==> config.mk <==
export PLATFORM = sky130hd
export DESIGN_NAME = dram_bank_config_decode
export DESIGN_NICKNAME = d
export VERILOG_FILES = /design/src/logic/dbcd_pkg.sv /design/src/logic/dram_bank_config_decode.sv /design/src/logic/dbcd_bank_match.sv
export VERILOG_INCLUDE_DIRS = /design/src /design/src/logic
export SDC_FILE = /design/constraint.sdc
export NUM_CORES = 1
export LEC_CHECK = 0
export ABC_AREA = 1
export BUFFER_PORTS_ARGS = -buffer_cell sky130_fd_sc_hd__buf_2
export CAP_MARGIN = 15
export CORE_UTILIZATION = 52
export CTS_CLUSTER_DIAMETER = 100
export DETAILED_ROUTE_END_ITERATION = 7
export PLACE_DENSITY = 0.75
export SYNTH_ARGS = -nofsm -noshare
export SYNTH_HDL_FRONTEND = slang
export SYNTH_SLANG_ARGS = --single-unit
==> constraint.sdc <==
create_clock -name i_clk -period 4.95 [get_ports i_clk]
set_input_delay 0.99 -clock i_clk [delete_from_list [all_inputs] [get_ports i_clk]]
set_output_delay 0.99 -clock i_clk [all_outputs]
set_load 0.03 [all_outputs]
==> src/logic/dbcd_params.svh <==
// constants for the dram bank configuration and decode block
// assumes 16-bit i/o port registers and a 25-bit physical memory address
//
// Operation
// - row then column on address bus
// - top three address lines carry select code
// - low eight address lines carry data
// - protected write withholds column strobe
// - on-board memory disable below 640K
// - read strobe 2.5 or 2 clocks
// - cache mode adds one read wait
// - cache hit aborts the dram read
// - cache mode selects shared pin function
// - cache mode changes at hold acknowledge
// - page bit picks word or page interleave
// - interleave field selects bank pairing
// - size field picks by-16 device organisation
// - start registers hold A24..A17 per bank
// - interleave doubles or quadruples bank size
// - bank and page size follow size field
// - disabled bank never selected
// - disable field picks disabled region
`ifndef DBCD_PARAMS_SVH
`define DBCD_PARAMS_SVH

// i/o port offsets
`define DBCD_OFS_CTRL     16'h3872
`define DBCD_OFS_START_A  16'h4872
`define DBCD_OFS_START_B  16'h5072
`define DBCD_OFS_ENABLE   16'h5872
`define DBCD_OFS_DISABLE  16'h6072

// reset values and field positions
`define DBCD_CTRL_RST     16'h0000
`define DBCD_EN_LSB       12
`define DBCD_DIS_LSB      14
`define DBCD_SIZE_W       2
`define DBCD_BASE_W       8

// interleave codes
`define DBCD_ILV_PAIR01   3'h1
`define DBCD_ILV_PAIR23   3'h2
`define DBCD_ILV_BOTH     3'h3
`define DBCD_ILV_FOUR     3'h4

// cache mode codes
`define DBCD_CM_NONE      2'h0
`define DBCD_CM_CACHE     2'h1
`define DBCD_CM_EXTMC     2'h2

// on-board disable codes
`define DBCD_DIS_512      2'h1
`define DBCD_DIS_256      2'h2
`define DBCD_DIS_128      2'h3

// address geometry
`define DBCD_BANK_LSB     17
`define DBCD_WORD_ILV_BIT 1
`define DBCD_PAGE_ILV_BIT 9
`define DBCD_COL_BITS_MIN 8
`define DBCD_TOP_640K     25'h00A0000
`define DBCD_LIM_512K     25'h0080000
`define DBCD_LIM_256K     25'h0040000
`define DBCD_LIM_128K     25'h0020000

// timing in processor clocks
`define DBCD_CAS_CYC      3'h2
`define DBCD_PIO_CYC      4

`endif

==> src/logic/dbcd_pkg.sv <==
// types for the dram bank configuration and decode block
// assumes dbcd_params.svh supplies the numeric constants
package dbcd_pkg;

  typedef enum logic [5:0]
  {
    ST_IDLE  = 6'h01,
    ST_CWAIT = 6'h02,
    ST_ROW   = 6'h04,
    ST_COL   = 6'h08,
    ST_PRE   = 6'h10,
    ST_PIO   = 6'h20
  } dbcd_fsm_e;

  // layout of the control register, msb first
  typedef struct packed {
    logic       cas_narrow;
    logic       rsvd;
    logic [1:0] cache_mode;
    logic       page_mode;
    logic [2:0] interleave_sel;
    logic [7:0] size;
  } dbcd_ctrl_s;

  typedef struct packed {
    dbcd_fsm_e   fsm;
    dbcd_ctrl_s  ctrl;
    logic [1:0]  cm_active;
    logic [15:0] start_a;
    logic [15:0] start_b;
    logic [3:0]  bank_en;
    logic [1:0]  mem_dis;
    logic [24:0] addr;
    logic        is_rd;
    logic        prot;
    logic [3:0]  bank_sel;
    logic [2:0]  cnt;
    logic        pio_wr;
    logic [3:0]  ras_n;
    logic        cas_n;
    logic        cas_tail;
    logic [10:0] bus;
    logic        hi_oe_n;
    logic        lo_oe_n;
    logic        cs_msb;
    logic        mem_done;
    logic        mem_abort;
    logic [15:0] io_rdata;
    logic [7:0]  pio_rdata;
    logic        pio_done;
    logic        alt_clk;
    logic        par_err;
  } dbcd_state_s;

endpackage

==> src/logic/dram_bank_config_decode.sv <==
// dram bank configuration registers, bank decode and strobe sequencing
// assumes synchronous i/o port and memory requests from the system side
`timescale 1ns/1ps
`default_nettype none
`include "dbcd_params.svh"

module dram_bank_config_decode
#(
  parameter int PIO_CYCLES = `DBCD_PIO_CYC
)
(
  // clock and reset
  input  wire logic        i_clk,
  input  wire logic        i_sys_rst,
  // i/o port register access
  input  wire logic [15:0] i_io_addr,
  input  wire logic        i_io_wr,
  input  wire logic        i_io_rd,
  input  wire logic [15:0] i_io_wdata,
  output logic      [15:0] o_io_rdata,
  // memory access request
  input  wire logic        i_mem_req,
  input  wire logic [24:0] i_mem_addr,
  input  wire logic        i_mem_rd,
  input  wire logic        i_mem_protect,
  input  wire logic        i_mem_write_strobe,
  output logic             o_mem_done,
  output logic             o_mem_abort,
  // peripheral i/o cycle request
  input  wire logic        i_pio_req,
  input  wire logic [3:0]  i_pio_cs_code,
  input  wire logic        i_pio_wr,
  input  wire logic [7:0]  i_pio_wdata,
  output logic      [7:0]  o_pio_rdata,
  output logic             o_pio_done,
  // shared pin and hold acknowledge
  input  wire logic        i_cache_mode_pin,
  input  wire logic        i_hold_ack,
  output logic             o_alt_clock,
  output logic             o_parity_err,
  output logic      [1:0]  o_cache_mode_active,
  // dram side
  input  wire logic [10:0] i_mem_addr_bus,
  output logic      [10:0] o_mem_addr_bus,
  output logic             o_addr_hi_oe_n,
  output logic             o_addr_lo_oe_n,
  output logic             o_chip_sel_code_msb,
  output logic      [3:0]  o_ras_n,
  output logic             o_cas_n,
  output logic             o_cas_tail
);

  generate
    if (PIO_CYCLES < 1 || PIO_CYCLES > 7)
    begin : g_bad_pio
      $error("PIO_CYCLES must lie in 1..7");
    end
  endgenerate

  localparam logic [2:0] PIO_LAST = 3'(PIO_CYCLES - 1);

  localparam dbcd_pkg::dbcd_state_s ST_RST = '{
    fsm:     dbcd_pkg::ST_IDLE,
    ctrl:    dbcd_pkg::dbcd_ctrl_s'(`DBCD_CTRL_RST),
    ras_n:   4'hF,
    cas_n:   1'b1,
    hi_oe_n: 1'b1,
    lo_oe_n: 1'b1,
    default: '0
  };

  dbcd_pkg::dbcd_state_s st_reg;
  dbcd_pkg::dbcd_state_s st_next;

  // interleave factor of a bank, as a power of two
  function automatic logic [1:0] dbcd_ilv_log2(input logic [2:0] interleave_sel, input int idx);
    logic [1:0] r;
    r = 2'h0;
    unique case (interleave_sel)
      `DBCD_ILV_PAIR01: r = (idx < 2) ? 2'h1 : 2'h0;
      `DBCD_ILV_PAIR23: r = (idx >= 2) ? 2'h1 : 2'h0;
      `DBCD_ILV_BOTH:   r = 2'h1;
      `DBCD_ILV_FOUR:   r = 2'h2;
      default:          r = 2'h0;
    endcase
    return r;
  endfunction

  // address bits that pick the member of an interleaved group
  function automatic logic [1:0] dbcd_member(input logic [24:0] a, input logic [1:0] sz,
                                             input logic pg);
    logic [24:0] s;
    // word interleave splits on word bit, page interleave above the page
    s = pg ? (a >> (`DBCD_PAGE_ILV_BIT + int'(sz))) : (a >> `DBCD_WORD_ILV_BIT);
    return s[1:0];
  endfunction

  // row or column of a word address for a by-16 device
  function automatic logic [10:0] dbcd_mux_addr(input logic [24:0] a, input logic [1:0] sz,
                                                input logic [1:0] lg, input logic pg,
                                                input logic row);
    logic [23:0] w;
    logic [23:0] s;
    int          n;
    int          sh;
    w = a[24:1];
    n = `DBCD_COL_BITS_MIN + int'(sz);
    if (pg)
      sh = row ? n + int'(lg) : 0;
    else
      sh = row ? n + int'(lg) : int'(lg);
    s = w >> sh;
    return s[10:0] & 11'((32'd1 << n) - 32'd1);
  endfunction

  // one-hot of the lowest set bit
  function automatic logic [3:0] dbcd_first(input logic [3:0] v);
    return v & (~v + 4'h1);
  endfunction

  logic [3:0]  bank_hit;
  logic [3:0]  bank_ok;
  logic [1:0]  bank_lg [4];
  logic [7:0]  bank_base [4];
  logic        dis_region;
  logic [24:0] dis_limit;
  logic        cache_hit;
  logic [1:0]  sel_size;
  logic [1:0]  sel_lg;
  logic        wr_block;

  genvar gi;
  generate
    for (gi = 0; gi < 4; gi++)
    begin : g_bank
      logic [1:0] member;
      assign bank_lg[gi]   = dbcd_ilv_log2(st_reg.ctrl.interleave_sel, gi);
      assign bank_base[gi] = (gi < 2) ? st_reg.start_a[gi*`DBCD_BASE_W +: `DBCD_BASE_W]
                                      : st_reg.start_b[(gi-2)*`DBCD_BASE_W +: `DBCD_BASE_W];
      assign member = dbcd_member(i_mem_addr, st_reg.ctrl.size[gi*`DBCD_SIZE_W +: `DBCD_SIZE_W],
                                  st_reg.ctrl.page_mode);
      dbcd_bank_match u_match
      (
        .i_size     (st_reg.ctrl.size[gi*`DBCD_SIZE_W +: `DBCD_SIZE_W]),
        .i_ilv_log2 (bank_lg[gi]),
        .i_base     (bank_base[gi]),
        .i_enable   (st_reg.bank_en[gi]),
        .i_addr     (i_mem_addr),
        .o_hit      (bank_hit[gi])
      );
      // only the group member addressed by the interleave bits may answer
      assign bank_ok[gi] = bank_hit[gi] && !dis_region &&
                           ((bank_lg[gi] == 2'h0) ||
                            (bank_lg[gi] == 2'h1 && member[0] == 1'(gi % 2)) ||
                            (bank_lg[gi] == 2'h2 && member == 2'(gi)));
    end
  endgenerate

  always_comb
  begin
    unique case (st_reg.mem_dis)
      `DBCD_DIS_512: dis_limit = `DBCD_LIM_512K;
      `DBCD_DIS_256: dis_limit = `DBCD_LIM_256K;
      `DBCD_DIS_128: dis_limit = `DBCD_LIM_128K;
      default:       dis_limit = `DBCD_TOP_640K;
    endcase
    dis_region = (i_mem_addr >= dis_limit) && (i_mem_addr < `DBCD_TOP_640K);
  end

  // geometry of the bank latched for the current access
  always_comb
  begin
    sel_size = 2'h0;
    sel_lg   = 2'h0;
    for (int i = 0; i < 4; i++)
    begin
      if (st_reg.bank_sel[i])
      begin
        sel_size = st_reg.ctrl.size[i*`DBCD_SIZE_W +: `DBCD_SIZE_W];
        sel_lg   = bank_lg[i];
      end
    end
  end

  assign cache_hit = (st_reg.cm_active == `DBCD_CM_CACHE) && i_cache_mode_pin;
  assign wr_block  = !st_reg.is_rd && st_reg.prot && i_mem_write_strobe;

  always_comb
  begin
    st_next           = st_reg;
    st_next.mem_done  = 1'b0;
    st_next.mem_abort = 1'b0;
    st_next.pio_done  = 1'b0;

    // shared pin meaning follows the mode now in effect
    st_next.alt_clk = (st_reg.cm_active == `DBCD_CM_NONE) && i_cache_mode_pin;
    st_next.par_err = (st_reg.cm_active == `DBCD_CM_EXTMC) && i_cache_mode_pin;

    // pin function swaps only when the bus is surrendered
    if (i_hold_ack)
      st_next.cm_active = st_reg.ctrl.cache_mode;

    if (i_io_wr)
    begin
      unique case (i_io_addr)
        `DBCD_OFS_CTRL:
        begin
          st_next.ctrl      = dbcd_pkg::dbcd_ctrl_s'(i_io_wdata);
          st_next.ctrl.rsvd = 1'b0;
        end
        `DBCD_OFS_START_A: st_next.start_a = i_io_wdata;
        `DBCD_OFS_START_B: st_next.start_b = i_io_wdata;
        `DBCD_OFS_ENABLE:  st_next.bank_en = i_io_wdata[`DBCD_EN_LSB +: 4];
        `DBCD_OFS_DISABLE: st_next.mem_dis = i_io_wdata[`DBCD_DIS_LSB +: 2];
        default: ;
      endcase
    end

    if (i_io_rd)
    begin
      unique case (i_io_addr)
        `DBCD_OFS_CTRL:    st_next.io_rdata = 16'(st_reg.ctrl);
        `DBCD_OFS_START_A: st_next.io_rdata = st_reg.start_a;
        `DBCD_OFS_START_B: st_next.io_rdata = st_reg.start_b;
        `DBCD_OFS_ENABLE:  st_next.io_rdata = 16'(st_reg.bank_en) << `DBCD_EN_LSB;
        `DBCD_OFS_DISABLE: st_next.io_rdata = 16'(st_reg.mem_dis) << `DBCD_DIS_LSB;
        default:           st_next.io_rdata = 16'h0000;
      endcase
    end

    unique case (st_reg.fsm)
      dbcd_pkg::ST_IDLE:
      begin
        if (i_pio_req)
        begin
          st_next.fsm        = dbcd_pkg::ST_PIO;
          st_next.cnt        = PIO_LAST;
          st_next.pio_wr     = i_pio_wr;
          st_next.bus[10:8]  = i_pio_cs_code[2:0];
          st_next.cs_msb     = i_pio_cs_code[3];
          st_next.hi_oe_n    = 1'b0;
          st_next.bus[7:0]   = i_pio_wdata;
          st_next.lo_oe_n    = !i_pio_wr;
        end
        else if (i_mem_req)
        begin
          st_next.addr     = i_mem_addr;
          st_next.is_rd    = i_mem_rd;
          st_next.prot     = i_mem_protect;
          st_next.bank_sel = dbcd_first(bank_ok);
          if (bank_ok == 4'h0)
            st_next.mem_done = 1'b1;
          else if (i_mem_rd && st_reg.cm_active == `DBCD_CM_CACHE)
            st_next.fsm = dbcd_pkg::ST_CWAIT;
          else
            st_next.fsm = dbcd_pkg::ST_ROW;
        end
      end

      dbcd_pkg::ST_CWAIT:
        st_next.fsm = dbcd_pkg::ST_ROW;

      dbcd_pkg::ST_ROW:
      begin
        // row address with its strobe on the one matching bank
        st_next.fsm     = dbcd_pkg::ST_COL;
        st_next.cnt     = `DBCD_CAS_CYC;
        st_next.bus     = dbcd_mux_addr(st_reg.addr, sel_size, sel_lg,
                                        st_reg.ctrl.page_mode, 1'b1);
        st_next.hi_oe_n = 1'b0;
        st_next.lo_oe_n = 1'b0;
        st_next.ras_n   = ~st_reg.bank_sel;
      end

      dbcd_pkg::ST_COL:
      begin
        st_next.bus   = dbcd_mux_addr(st_reg.addr, sel_size, sel_lg,
                                      st_reg.ctrl.page_mode, 1'b0);
        // protected write withholds the strobe but still ends, so no stall
        st_next.cas_n = wr_block;
        st_next.cnt   = st_reg.cnt - 3'h1;
        if (st_reg.cnt == 3'h0)
        begin
          st_next.fsm      = dbcd_pkg::ST_PRE;
          st_next.cas_n    = 1'b1;
          st_next.ras_n    = 4'hF;
          // half-clock extension of the read strobe, gated outside by the clock
          st_next.cas_tail = st_reg.is_rd && !st_reg.ctrl.cas_narrow;
          st_next.mem_done = 1'b1;
          st_next.cnt      = 3'h0;
        end
      end

      dbcd_pkg::ST_PRE:
      begin
        st_next.fsm      = dbcd_pkg::ST_IDLE;
        st_next.cas_tail = 1'b0;
        st_next.hi_oe_n  = 1'b1;
        st_next.lo_oe_n  = 1'b1;
      end

      dbcd_pkg::ST_PIO:
      begin
        st_next.cnt = st_reg.cnt - 3'h1;
        if (st_reg.cnt == 3'h0)
        begin
          st_next.fsm       = dbcd_pkg::ST_IDLE;
          st_next.pio_rdata = st_reg.pio_wr ? st_reg.pio_rdata : i_mem_addr_bus[7:0];
          st_next.pio_done  = 1'b1;
          st_next.hi_oe_n   = 1'b1;
          st_next.lo_oe_n   = 1'b1;
          st_next.cs_msb    = 1'b0;
          st_next.cnt       = 3'h0;
        end
      end
    endcase

    // a cache hit kills any read still in flight
    if (cache_hit && st_reg.is_rd &&
        (st_reg.fsm == dbcd_pkg::ST_CWAIT || st_reg.fsm == dbcd_pkg::ST_ROW ||
         st_reg.fsm == dbcd_pkg::ST_COL))
    begin
      st_next.fsm       = dbcd_pkg::ST_PRE;
      st_next.ras_n     = 4'hF;
      st_next.cas_n     = 1'b1;
      st_next.cas_tail  = 1'b0;
      st_next.mem_done  = 1'b1;
      st_next.mem_abort = 1'b1;
    end
  end

  always_ff @(posedge i_clk or posedge i_sys_rst)
  begin
    if (i_sys_rst)
      st_reg <= ST_RST;
    else
      st_reg <= st_next;
  end

  assign o_io_rdata          = st_reg.io_rdata;
  assign o_mem_done          = st_reg.mem_done;
  assign o_mem_abort         = st_reg.mem_abort;
  assign o_pio_rdata         = st_reg.pio_rdata;
  assign o_pio_done          = st_reg.pio_done;
  assign o_alt_clock         = st_reg.alt_clk;
  assign o_parity_err        = st_reg.par_err;
  assign o_cache_mode_active = st_reg.cm_active;
  assign o_mem_addr_bus      = st_reg.bus;
  assign o_addr_hi_oe_n      = st_reg.hi_oe_n;
  assign o_addr_lo_oe_n      = st_reg.lo_oe_n;
  assign o_chip_sel_code_msb = st_reg.cs_msb;
  assign o_ras_n             = st_reg.ras_n;
  assign o_cas_n             = st_reg.cas_n;
  assign o_cas_tail          = st_reg.cas_tail;

endmodule
`default_nettype wire

==> src/logic/dbcd_bank_match.sv <==
// address match of one dram bank against its base and effective size
// assumes base holds A24..A17 and size is aligned by software
`timescale 1ns/1ps
`default_nettype none
`include "dbcd_params.svh"

module dbcd_bank_match
(
  // bank configuration
  input  wire logic [1:0]  i_size,
  input  wire logic [1:0]  i_ilv_log2,
  input  wire logic [7:0]  i_base,
  input  wire logic        i_enable,
  // access address
  input  wire logic [24:0] i_addr,
  // result
  output logic             o_hit
);

  logic [3:0] span;
  logic [7:0] mask;

  always_comb
  begin
    // 128K bank grows by 4x per size step, 2x per interleave step
    span  = {1'b0, i_size, 1'b0} + {2'b00, i_ilv_log2};
    mask  = 8'hFF << span;
    o_hit = i_enable && (((i_addr[24:`DBCD_BANK_LSB] ^ i_base) & mask) == 8'h00);
  end

endmodule
`default_nettype wire

==> flow_summary.ini <==
[power_and_ir_drop]
powerDensity_nw_per_um2 = 458
power_frac_seq = 0.344
p_total_mw = 4.67
pwr-share-clk = 0.297
p_switching_mw = 1.82
leakagePower_nw = 5.25
p_comb_frac = 0.359
cellInternalPower_mw = 2.85
netSwitchingFraction = 0.390
ir_drop_uv = 287

[synth]
synth_edf_count = 0
yosys-top-cells-area = dfrtp_1 38%, nand2_1 14%, o21ai_0 6.8%
synth_cells = 1246
yosysTopAreaCell = dfrtp_1
synth_cell_types = 50
yosysTopAreaCellShare = 0.376
yosys_warnings = 0
ys_seq_elements = 144
synth_nets = 1356
async_reset_ff_frac = 1.00
syn_area_um2 = 9050
ys.flop_type = dfrtp_1
yosysSeqAreaShare = 0.399
synth.avg_cell_area_um2 = 7.26

[detailed_routing]
drtAntennaViolNets = 0
drc = 0
wl_um = 24300
routed_via_density = 5.39
drtIter0Drc = 770
via_count = 8407
drtPass1Iterations = 5
wl_per_cell_um = 15.6

[die]
die_w_um = 134
die_h_um = 134
start_util = 0.540
io_pins = 143
core_um2 = 16800
num_rows = 47
dieArea_um2 = 17900

[clock_tree]
worstSkewPairLatency_ns = 0.43
cts_made_buffers = 17
htree_levels = 4
cts_root_buffer = clkbuf_16
cts_max_path_buffers = 2
cts_tree = done
cts.hold.buffers_added = 0
clock-sinks = 144
clkTransAtPathRegs_ns = 0.06
cts_resized = 0
cts_setup_buffers = 0

[timing]
finalSetupViolCount = 0
tightestPinTransition_ns = 1.05
report.final.slew_viol_count = 0
max_freq_mhz = 310
setup_tns_ns = 0
slew_headroom = 0.299
report.final.hold_viol_count = 0
fin_crit_sh = 0.653
rsz0062_at_grt = no
finClkSkew_ns = 0.00640
finalCriticalPeriod_ns = 3.23

[placement]
port-buffer-count = 139
routabilityCongestion = 0.948
dp.cells = 1528
dp_hpwl_um = 18000
place_area_um2 = 9560

[setup_path]
path_class = reg -> reg
reg2reg_slack_ns = 1.72
cp_slowest_cell = dfrtp_1
crit_path_frequent_cell = inv_1
r2r_start = st_reg[128]$_DFFE_PP0P_
cp_max_fo = 24
required_ns = 5.31
r2r_end = o_mem_addr_bus[6]$_DFFE_PP0P_
crit_arrival_ns = 3.59
start_kind = flip-flop
critical-path-max-stage-delay_ns = 0.51
path_cells = inv_1, o21ai_0, a21oi_1, inv_1, ha_1, inv_1, fa_1, inv_1, o21ai_2, buf_4, inv_2, nand3_1, nand3_1, o21ai_1, nor2_1, nor2_1, nor2_1
end_kind = flip-flop
r2r_cells = 17

[global_routing]
grt_first_pass_wirelength_um = 39700
overflow = 0
grt_start_max_net_pins = 104
grt_util_all_layers = 0.283
grt_pass1_vias = 7945
antenna_found_initial = 0

[layout]
diodes = 0
finalNonFillerCells = 1561
multi_input_area_um2 = 4360
largest_reg_flops = 61
final_area_um2 = 10200
seqCellArea_um2 = 3610
final_common_cell = nand2_1
fill_cells = 1570
drive_gt1_frac = 0.177
final_cell_mix = 349 x nand2_1, 141 x inv_1, 139 x buf_2
areaGrowthSynthToFinish_pct = 12.7
fin_nets = 1438

[hold_path]
min_from = o_cache_mode_active[1]$_DFFE_PP0P_
hold_path_class = reg -> reg
min_to = o_alt_clock$_DFF_PP0_
holdPathStages = 1

[status]
status = finished, final reports clean

[flow_run]
maxCapViolCount = 0
## metal layers
metal | up-vias | global-route usage | wire, um
met5 | - | 0 | 0
met4 | 0 | 0.119 | 761
met3 | 58 | 0.0480 | 1460
met2 | 343 | 0.469 | 11600
met1 | 3863 | 0.366 | 10500
li1 | 4143 | - | -
## worst max-delay path: cells and delay by family, from the launching register on
family                     cells  cell delay [ns]
AOI/OAI and AO/OA              4             0.52
adders and majority gates      2             0.61
buffers and inverters          6             0.95
DFF                            1             0.51
and+or+nand+nor                5             0.54
## metrics by stage
| stage | util | setup WS [ns] | hold slack [ns] |
|---|---|---|---|
| final | 0.609 | 1.72 | 0.457 |
| after global routing | 0.609 | 1.53 | 0.487 |
| after CTS | 0.608 | 1.78 | 0.462 |
| after detailed placement | 0.570 | 1.53 | 0.453 |
| after global placement | 0.570 | 1.61 | 0.454 |
| after floorplan | - | 0.107 | 0.426 |
## worst max path at each step
stage	slack [ns]	endpoint	cells past startpoint	startpoint
2_1_floorplan	0.11	bank_base[0]$_DFFE_PP0P_	1	i_sys_rst
4_1_cts	1.78	o_mem_addr_bus[6]$_DFFE_PP0P_	17	st_reg[128]$_DFFE_PP0P_
3_5_place_dp	1.53	st_reg[134]$_DFFE_PP0P_	8	i_io_addr[9]
3_3_place_gp	1.61	st_reg[131]$_DFFE_PP0P_	8	i_io_addr[9]
6_report	1.72	o_mem_addr_bus[6]$_DFFE_PP0P_	17	st_reg[128]$_DFFE_PP0P_
5_1_grt	1.53	o_mem_addr_bus[6]$_DFFE_PP0P_	17	st_reg[128]$_DFFE_PP0P_
## cell usage after synthesis (4+ instances only)
cell	count
o21ai_0	123
xor2_1	13
mux2_2	7
dfrtp_1	136
nand3_1	104
dfstp_2	8
a21oi_2	4
xnor2_1	11
nand3_2	5
a21oi_1	42
a221oi_1	4
nor3_1	7
nor2_2	5
nand2_1	349
inv_2	7
nand4_1	12
nand3b_1	4
o211ai_1	8
nor2_1	93
ha_1	17
clkbuf_1	26
o22ai_1	6
buf_6	4
nand2_2	5
o21ai_1	14
buf_2	10
buf_4	42
inv_1	142
nor2_4	5
## power by group through the flow
| stage | combinational (mW) | sequential, mW | clock [mW] |
|---|---|---|---|
| 2_1_floorplan | 1.41 | 1.63 | 0 |
| 3_3_place_gp | 1.63 | 1.61 | 0 |
| 3_5_place_dp | 1.66 | 1.62 | 0 |
| 4_1_cts | 1.67 | 1.60 | 1.40 |
| 5_1_grt | 1.87 | 1.64 | 1.46 |
| 6_report | 1.68 | 1.60 | 1.39 |
## area by class of cell
| type | count | area share |
|---|---|---|
| multi-input cells | 869 | 0.427 |
| clock inverters | 14 | 0.0200 |
| inverters | 151 | 0.0560 |
| flip-flops and latches | 144 | 0.354 |
| repair buffers | 145 | 0.0733 |
| well taps | 220 | 0.0270 |
| clock buffers | 18 | 0.0421 |
## kinds of logic after synthesis
family	share of synthesized area
adder cells (fa/ha/maj)	0.0257
AND/OR/NAND/NOR	0.291
flip-flops	0.399
multiplexers	0.0112
buffers and inverters	0.119
AO/OA/AOI/OAI	0.131
XOR/XNOR	0.0232
(Power assumes the default switching activity.)
